## config.mk

```make
export PLATFORM = sky130hd
export DESIGN_NAME = mpc_misc_cfg
export DESIGN_NICKNAME = d
export VERILOG_FILES = /design/src/pkg/mpc_pkg.sv /design/src/mpc_misc_cfg.sv
export SDC_FILE = /design/constraint.sdc
export NUM_CORES = 1
export LEC_CHECK = 0
export BUFFER_PORTS_ARGS = -buffer_cell sky130_fd_sc_hd__buf_2
export CAP_MARGIN = 15
export CORE_MARGIN = 4
export CORE_UTILIZATION = 36
export DETAILED_ROUTE_END_ITERATION = 10
export PLACE_DENSITY = 0.82
export SKIP_LAST_GASP = 1
export SLEW_MARGIN = 20
export SYNTH_ARGS = -nofsm -noshare
export SYNTH_HDL_FRONTEND = slang
export SYNTH_SLANG_ARGS = --single-unit
```

## constraint.sdc

```tcl
create_clock -name sys_clk_in -period 0.8 [get_ports sys_clk_in]
set_clock_uncertainty 0.1 [all_clocks]
set_input_delay 0 -clock sys_clk_in [delete_from_list [all_inputs] [get_ports sys_clk_in]]
set_output_delay 0 -clock sys_clk_in [all_outputs]
set_load 0.05 [all_outputs]
```

## src/pkg/mpc_pkg.sv

```systemverilog
package mpc_pkg;
    // Register placement and reset value
    localparam logic [7:0] MPC_MISC_CFG_OFFSET = 8'hf0;
    localparam logic [31:0] MPC_MISC_CFG_RESET = 32'h0000_2400;
    // Mask of bits that software may write; bits 9 to 5 are all reserved
    localparam logic [31:0] MPC_MISC_CFG_WMASK = 32'h0000_a41f;
    // Field positions
    localparam int MPC_BIT_COLD_WAKE = 15;
    localparam int MPC_BIT_WAKE_D2 = 13;
    localparam int MPC_BIT_D2_SUP = 10;
    localparam int MPC_BIT_ABORT_SUPP = 4;
    localparam int MPC_BIT_TWO_WIRE = 3;
    localparam int MPC_BIT_LINK_BYP = 2;
    localparam int MPC_BIT_HOST_BYP = 1;
    localparam int MPC_BIT_KEEP_CLK = 0;
    // All-ones data returned instead of an abort
    localparam logic [31:0] MPC_ALL_ONES = 32'hffff_ffff;
    // Values after reset of the answer and pin flops
    localparam logic [31:0] MPC_DATA_RESET = 32'h0000_0000;
    localparam logic [1:0] MPC_PIN_OE_N_RESET = 2'h3;
    localparam logic [1:0] MPC_PIN_OUT_RESET = 2'h3;
    localparam logic [1:0] MPC_TWO_WIRE_IDLE = 2'h3;

    // Configuration access request
    typedef struct packed {
        logic wr;
        logic rd;
        logic [7:0] addr;
        logic [3:0] be;
        logic [31:0] wdata;
    } mpc_cfg_req_t;

    // Power management capability bits presented by this register
    typedef struct packed {
        logic cold_wake_capable;
        logic wake_from_low_state_capable;
        logic low_state_supported;
    } mpc_pm_cap_t;
endpackage : mpc_pkg

```

## src/mpc_misc_cfg.sv

```systemverilog
// Functional notes
// - Bits 31 to 16 always read zero.
// - Bits 14, 12-11 and 9-5 read zero and are read-only.
// - Writable bit 15 drives the cold-wake capability bit.
// - Writable bit 13 drives the wake-from-D2 capability bit.
// - Writable bit 10 drives the Low_state_supported capability bit.
// - Abort-suppression bit 4 resets to zero: normal target abort.
// - Suppression on, link clock stopped: link reads complete with all ones.
// - Suppression off: link access with link clock stopped gets target abort.
// - Bit 3 routes pin three to serial clock, pin two to data.
// - While routed, both general pin drivers are released.
// - Bit 2 bypasses link clock gating.
// - Bit 1 bypasses host clock gating.
// - Bit 0 asks clock-run protocol to keep host clock running.
// - Bit 0 clear lets the system stop the host clock.
// - Register sits at offset f0 and resets to 0000 2400.
`timescale 1ns/1ns
`default_nettype none
module mpc_misc_cfg
    import mpc_pkg::*;
(
    // Clock and reset
    input wire logic sys_clk_in,
    input wire logic rstn_in,
    // Configuration access
    input wire mpc_cfg_req_t cfg_req_in,
    output logic [31:0] cfg_rdata_out,
    output logic cfg_rvalid_out,
    // Link-domain register access from host
    input wire logic link_access_in,
    input wire logic link_clock_running_in,
    input wire logic [31:0] link_rdata_in,
    output logic [31:0] link_rdata_out,
    output logic link_done_out,
    output logic target_abort_out,
    // Settings presented to the rest of the device
    output mpc_pm_cap_t pm_cap_out,
    output logic link_clock_gate_bypass_out,
    output logic host_clock_gate_bypass_out,
    output logic keep_clock_request_out,
    // General pins and two-wire bus
    input wire logic gp3_out_in,
    input wire logic gp2_out_in,
    input wire logic gp3_oe_n_in,
    input wire logic gp2_oe_n_in,
    input wire logic general_pin_three_in,
    input wire logic general_pin_two_in,
    output logic general_pin_three_out,
    output logic general_pin_two_out,
    output logic general_pin_three_oe_n_out,
    output logic general_pin_two_oe_n_out,
    output logic two_wire_clock_out,
    output logic two_wire_data_out
);

    // Limitations worth knowing:
    // - Only one register lives here; writes to every other offset are ignored.
    // - The bypass bits are test hooks; here they only present levels.
    // - Bit 4 decides at the access edge, so a write to it counts from the next cycle.
    // - Two-wire levels are sampled, so they trail the pins by one cycle.
    // - A read of another offset still pulses valid, with zero data.
    // - Reserved bits are masked on write and on read, so no path sets them.
    // - The host must not rely on the all-ones answer while bit 4 is zero.

    // Stored word and its next value; only writable bits ever hold a one
    logic [31:0] misc_q;
    logic [31:0] misc_d;

    // Read answer, held in flops so the bus sees settled data
    logic [31:0] cfg_rdata_q;
    logic [31:0] cfg_rdata_d;
    logic cfg_rvalid_q;
    logic cfg_rvalid_d;

    // Link answer flops
    logic [31:0] link_rdata_q;
    logic [31:0] link_rdata_d;
    logic link_done_q;
    logic link_done_d;
    logic abort_q;
    logic abort_d;

    // Pin flops: index 1 is pin three, index 0 is pin two
    logic [1:0] gp_oe_n_q;
    logic [1:0] gp_oe_n_d;
    logic [1:0] gp_out_q;
    logic [1:0] gp_out_d;

    // Two-wire flops: index 1 is the clock line, index 0 the data line
    logic [1:0] tw_q;
    logic [1:0] tw_d;

    // Offset decode, shared by the write path and the read path
    function automatic logic is_misc_offset(input logic [7:0] addr);
        is_misc_offset = (addr == MPC_MISC_CFG_OFFSET);
    endfunction : is_misc_offset

    // Request decode; any other offset is simply not ours
    wire logic wr_hit;
    wire logic rd_hit;
    assign wr_hit = cfg_req_in.wr && is_misc_offset(cfg_req_in.addr);
    assign rd_hit = cfg_req_in.rd && is_misc_offset(cfg_req_in.addr);

    // Byte-lane expansion: each enable guards its own eight bits
    wire logic [31:0] lane_en;
    genvar lane;
    generate
        for (lane = 0; lane < 4; lane++) begin : g_lane
            assign lane_en[lane*8 +: 8] = {8{cfg_req_in.be[lane]}};
        end
    endgenerate

    // Reserved bits never take data, whatever the enables say
    wire logic [31:0] wmask;
    assign wmask = lane_en & MPC_MISC_CFG_WMASK;

    // Merge the enabled lanes into the stored word
    wire logic [31:0] merged;
    assign merged = (misc_q & ~wmask) | (cfg_req_in.wdata & wmask);
    // A write and a read at the same edge: the read still gets the old word
    assign misc_d = wr_hit ? merged : misc_q;

    // Bit map of the stored word
    //   bit   meaning
    //   31-16 reserved, read zero
    //   15    cold-wake capability preset
    //   14    reserved
    //   13    wake-from-D2 capability preset
    //   12-11 reserved
    //   10    Low_state_supported preset
    //   9-5   reserved
    //   4     abort suppression
    //   3     general pins to two-wire bus
    //   2     link clock gate bypass
    //   1     host clock gate bypass
    //   0     keep host clock running
    // After reset only bits 13 and 10 are set.

    // Field views of the stored word
    wire logic cold_wake_bit;
    wire logic wake_d2_bit;
    wire logic d2_sup_bit;
    wire logic suppress;
    wire logic routed;
    wire logic link_byp_bit;
    wire logic host_byp_bit;
    wire logic keep_clk_bit;

    // Capability presets
    assign cold_wake_bit = misc_q[MPC_BIT_COLD_WAKE];
    assign wake_d2_bit = misc_q[MPC_BIT_WAKE_D2];
    assign d2_sup_bit = misc_q[MPC_BIT_D2_SUP];
    // Control bits
    assign suppress = misc_q[MPC_BIT_ABORT_SUPP];
    assign routed = misc_q[MPC_BIT_TWO_WIRE];
    assign link_byp_bit = misc_q[MPC_BIT_LINK_BYP];
    assign host_byp_bit = misc_q[MPC_BIT_HOST_BYP];
    assign keep_clk_bit = misc_q[MPC_BIT_KEEP_CLK];

    // Read data; reserved bits are masked again so they can only read zero
    assign cfg_rdata_d = rd_hit ? (misc_q & MPC_MISC_CFG_WMASK) : MPC_DATA_RESET;
    // Every read gets a valid pulse; a miss answers zero
    assign cfg_rvalid_d = cfg_req_in.rd;

    // Link access while its clock is stopped
    wire logic link_stopped;
    assign link_stopped = link_access_in && !link_clock_running_in;

    // Stopped link either aborts or completes, never both; data is all ones either way
    assign abort_d = link_stopped && !suppress;
    assign link_done_d = link_access_in && !abort_d;

    // Data bus carries all ones on a stopped link, zero when idle
    wire logic [31:0] link_data_sel;
    assign link_data_sel = link_stopped ? MPC_ALL_ONES : link_rdata_in;
    assign link_rdata_d = link_access_in ? link_data_sel : MPC_DATA_RESET;

    // Routed pins are released; enables are active low
    assign gp_oe_n_d[1] = routed | gp3_oe_n_in;
    assign gp_oe_n_d[0] = routed | gp2_oe_n_in;
    // Output levels still follow the rest of the chip, unseen while released
    assign gp_out_d[1] = gp3_out_in;
    assign gp_out_d[0] = gp2_out_in;
    // Two-wire lines see the pin levels when routed and float high otherwise
    assign tw_d[1] = routed ? general_pin_three_in : 1'b1;
    assign tw_d[0] = routed ? general_pin_two_in : 1'b1;

    // Register itself; reset gives conventional abort and D2 advertised
    // Masking again on load keeps reserved bits zero even if a lane slips
    always_ff @(posedge sys_clk_in or negedge rstn_in) begin
        if (!rstn_in) begin
            misc_q <= MPC_MISC_CFG_RESET;
        end else begin
            misc_q <= misc_d & MPC_MISC_CFG_WMASK;
        end
    end

    // Read data flop
    // Cleared between reads so stale data never looks like an answer
    always_ff @(posedge sys_clk_in or negedge rstn_in) begin
        if (!rstn_in) begin
            cfg_rdata_q <= MPC_DATA_RESET;
        end else begin
            cfg_rdata_q <= cfg_rdata_d;
        end
    end

    // Read valid flop
    // One pulse per read, hit or miss, so the host never waits forever
    always_ff @(posedge sys_clk_in or negedge rstn_in) begin
        if (!rstn_in) begin
            cfg_rvalid_q <= 1'b0;
        end else begin
            cfg_rvalid_q <= cfg_rvalid_d;
        end
    end

    // Link data flop
    // Zero while idle, so a late sampler cannot mistake old data
    always_ff @(posedge sys_clk_in or negedge rstn_in) begin
        if (!rstn_in) begin
            link_rdata_q <= MPC_DATA_RESET;
        end else begin
            link_rdata_q <= link_rdata_d;
        end
    end

    // Link completion flop
    // Covers the all-ones answer too, since that access completes
    always_ff @(posedge sys_clk_in or negedge rstn_in) begin
        if (!rstn_in) begin
            link_done_q <= 1'b0;
        end else begin
            link_done_q <= link_done_d;
        end
    end

    // Target abort flop
    // Never set together with done, so the host sees one outcome
    always_ff @(posedge sys_clk_in or negedge rstn_in) begin
        if (!rstn_in) begin
            abort_q <= 1'b0;
        end else begin
            abort_q <= abort_d;
        end
    end

    // Pin enable flops, active low
    // Reset releases both pins until the settings are known
    always_ff @(posedge sys_clk_in or negedge rstn_in) begin
        if (!rstn_in) begin
            gp_oe_n_q <= MPC_PIN_OE_N_RESET;
        end else begin
            gp_oe_n_q <= gp_oe_n_d;
        end
    end

    // Pin level flops
    // Reset shows the released level so nothing toggles at start
    always_ff @(posedge sys_clk_in or negedge rstn_in) begin
        if (!rstn_in) begin
            gp_out_q <= MPC_PIN_OUT_RESET;
        end else begin
            gp_out_q <= gp_out_d;
        end
    end

    // Two-wire level flops
    // Idle high like a pulled-up bus line when not routed
    always_ff @(posedge sys_clk_in or negedge rstn_in) begin
        if (!rstn_in) begin
            tw_q <= MPC_TWO_WIRE_IDLE;
        end else begin
            tw_q <= tw_d;
        end
    end

    // Outputs come straight from the flops above
    assign cfg_rdata_out = cfg_rdata_q;
    assign cfg_rvalid_out = cfg_rvalid_q;
    assign link_rdata_out = link_rdata_q;
    assign link_done_out = link_done_q;
    assign target_abort_out = abort_q;

    // Settings are levels of the stored word, itself a flop
    assign pm_cap_out.cold_wake_capable = cold_wake_bit;
    assign pm_cap_out.wake_from_low_state_capable = wake_d2_bit;
    assign pm_cap_out.low_state_supported = d2_sup_bit;
    assign link_clock_gate_bypass_out = link_byp_bit;
    assign host_clock_gate_bypass_out = host_byp_bit;

    // Zero here lets clock-run stop the host clock
    assign keep_clock_request_out = keep_clk_bit;

    // Pin and two-wire levels
    assign general_pin_three_out = gp_out_q[1];
    assign general_pin_two_out = gp_out_q[0];
    assign general_pin_three_oe_n_out = gp_oe_n_q[1];
    assign general_pin_two_oe_n_out = gp_oe_n_q[0];
    assign two_wire_clock_out = tw_q[1];
    assign two_wire_data_out = tw_q[0];
endmodule : mpc_misc_cfg
`default_nettype wire

```

==> results summary <==
The weighted congestion at the end of routability-driven global placement came out at 0.780. The most frequent standard cell in the layout excluding fill and tap cells is buf_2. The synthesized area per cell came out at 12.6 um2.

At the worst endpoint, the arrival time is 1.04 ns. Timing analysis after detailed placement gives a worst setup slack of -0.466 ns. The overall global routing resource usage is 0.171. The worst-case setup margin in the final layout came out at -0.342 ns.

The share of the clock period used by the worst path after layout came out at 1.43. The fraction of layout cells with a size suffix above 1 came out at 0.474. The final count of pins violating max slew came out at 0. The H-tree depth reported by CTS came out at 3. The setup path with the least slack is of type register to output port. STA classifies the critical path startpoint as a register. The total area inside the core boundary comes to 0.00606 mm2. The die covers 0.00772 mm2. The routed wire length came out at 6530 um. The number of hold buffers added after CTS came out at 48. The utilization after layout is 0.667.

The via-per-instance ratio came out at 4.28. The areal power density over the cells came out at 1890 mW/mm2. In this run the static leakage power is 2.13 nW. The clock-pin slew reported for the worst setup and hold paths after clock tree synthesis is 0.06 ns.

The clock insertion delay at the later pin of the skew report came out at 0.32 ns. Measured along the y axis, the die boundary spans 87.8 um. TritonCTS built the clock tree.

The synthesized netlist contains 19 unique library cells. The highest fanout seen on the critical path came out at 2. Setup repair after global routing could not meet its margin everywhere. In this run the most critical hold path is launched from link_access_in. The boundary pin count is 167. The max-slew headroom at the worst pin came out at 0.643.

The longest clock path from root to sink contains 2 buffers. The initial antenna violation count came out at 0. The total placed instance area came out at 0.00289 mm2. For the pin with the worst max-slew slack, the measured transition is 0.536 ns. The combined buffer and inverter count along the critical path came out at 1.

The cell area after technology mapping is 0.00229 mm2. After detailed routing, no signal wire sits above met4. The delay contributed by the slowest stage of the critical path came out at 0.57 ns.

The number of I/O port buffers came out at 116. The number of synthesis warnings is 0. The achievable frequency came out at 876 MHz. Broken down by cell family, the worst path's largest delay share belongs to flip-flops. In this run the remaining antenna-violating nets after routing total 0.

The path class of the tightest hold or removal check is primary input to register. Across all hold checks on the routed design, the worst slack comes to -0.0471 ns. The first-pass GRT wire length is 9700 um.

The number of global-route vias before repair came out at 1977. The total power draw is 0.00764 W. The count of final hold-check violations came out at 14. The run finished, with violations left. The TritonCTS buffer count came out at 9.

The met1 wire length came out at 2240 um. In the layout the commonest cells are buf_2, buf_6, dlygate4sd3_1, dfrtp_1. The die width is 87.8 um. The routed wire length on met3 came out at 486 um. The sequential share of the synthesized area came out at 0.626. Traced cell by cell, the critical path runs through buf_8.

For the worst setup path, the data required time is 0.70 ns. The number of nets at the end of the flow is 442. The DRC violations left came out at 0.

The count of maximum capacitance violations came out at 0. The effective utilization at floorplan is 0.379. The count of vias placed by the detailed router came out at 1857. The total congestion overflow came out at 0. The flop and latch count out of synthesis came out at 57.

The first-pass detailed-route iteration total is 4. After floorplanning, the core was divided into 28 placement rows. The shortest period the worst path allows is 1.14 ns. The maximum number of pins on one net before global-route repair is 58. Synthesis handed over a netlist of 182 instances. After legalization and detailed placement, the total HPWL measured 3690 um.

Summing all non-filler instances in the final layout gives an area of 0.00404 mm2. VDD sags by at most 0.00109 V. The met2 wirelength from detailed routing came out at 3670 um.

The final number of setup-violating endpoints is 68. STA classifies the critical path endpoint as an output port. The clock net in this run drives a total of 57 sinks. The tree is rooted in a clkbuf_8. The per-cell routed wire length is 15.0 um. The layout overhead on the synthesized area is 76.1%. For this design, the slowest cell found on the critical path is dfstp_2. The antenna diode count came out at 0. The checks that failed: negative hold slack, negative setup slack. The number of DRC markers after the initial detailed-route iteration came out at 63.
==> cells in the mapped netlist <==
| cell | instances | area share |
|---|---|---|
| a21boi_0 | 32 | 0.10 |
| and2_1 | 8 | 0.022 |
| and3_2 | 1 | 0.0033 |
| and4_1 | 1 | 0.0038 |
| buf_4 | 27 | 0.088 |
| clkbuf_1 | 6 | 0.0098 |
| conb_1 | 1 | 0.0016 |
| dfrtp_1 | 49 | 0.53 |
| dfstp_2 | 8 | 0.092 |
| inv_1 | 32 | 0.052 |
| mux2_2 | 3 | 0.015 |
| mux2_4 | 5 | 0.033 |
| nand2b_1 | 2 | 0.0055 |
| nand4_2 | 1 | 0.0055 |
| nand4_4 | 1 | 0.0093 |
| nor2b_1 | 1 | 0.0027 |
| nor3b_1 | 1 | 0.0033 |
| nor4_4 | 1 | 0.0093 |
| or2_2 | 2 | 0.0055 |
==> worst register-to-register path: stages (launching register included) <==
cell     delay, ns
dfstp_2       0.57
buf_4         0.12
buf_6         0.08
and2_1        0.12
==> stage by stage <==
stage	TNS, ns	cells
6_report	-11.81	434
5_1_grt	-14.42	434
4_1_cts	-12.24	433
3_5_place_dp	-8.56	366
3_3_place_gp	-7.11	366
2_1_floorplan	-2.84	205
==> logic make-up after synthesis <==
| logic type | synth area share |
|---|---|
| buffers and inverters | 0.150 |
| flip-flops | 0.626 |
| AO/OA/AOI/OAI | 0.105 |
| AND/OR/NAND/NOR | 0.0698 |
| multiplexers | 0.0474 |
| other | 0.00163 |
==> metal layers <==
layer,global-route usage,vias up
li1,-,858
met1,0.168,896
met2,0.324,90
met3,0.0423,13
met4,0.0921,0
met5,0,-
==> timing repair <==
action | CTS | global route
endpoints found under the setup margin | 69 | 77
setup buffers | 3 | 1
resized for setup | 122 | 10
pin swaps | 2 | 2
hold endpoints to repair | 106 | 14
==> worst paths after layout <==
path	depth (start not counted)	end	slack [ns]
max in group asynchronous	3	gp_out_q[1]	0.20
worst min register to register	1	target_abort_out	0.40
worst max register to register	3	cfg_rdata_out[13]	-0.25
min in group asynchronous	3	cfg_rdata_out[2]	0.11
worst max-delay path	1	pm_cap_out[1]	-0.34
worst min-delay path	2	link_rdata_out[23]	-0.05
==> power by group <==
group | switching, W | internal (W) | total [W]
clock | 0.00111 | 0.00174 | 0.00285
sequential | 0.0000798 | 0.00303 | 0.00311
combinational | 0.00104 | 0.000643 | 0.00168
total | 0.00223 | 0.00541 | 0.00764
==> final cells by class <==
cell class | count | area, um2
fillers | 421 | 2020
repair buffers | 171 | 1540
flip-flops and latches | 57 | 1440
multi-input cells | 83 | 638
clock buffers | 10 | 128
inverters | 32 | 120
well taps | 75 | 93.8
clock inverters | 6 | 82.6
No activity file was read; power rests on OpenSTA's default activity.
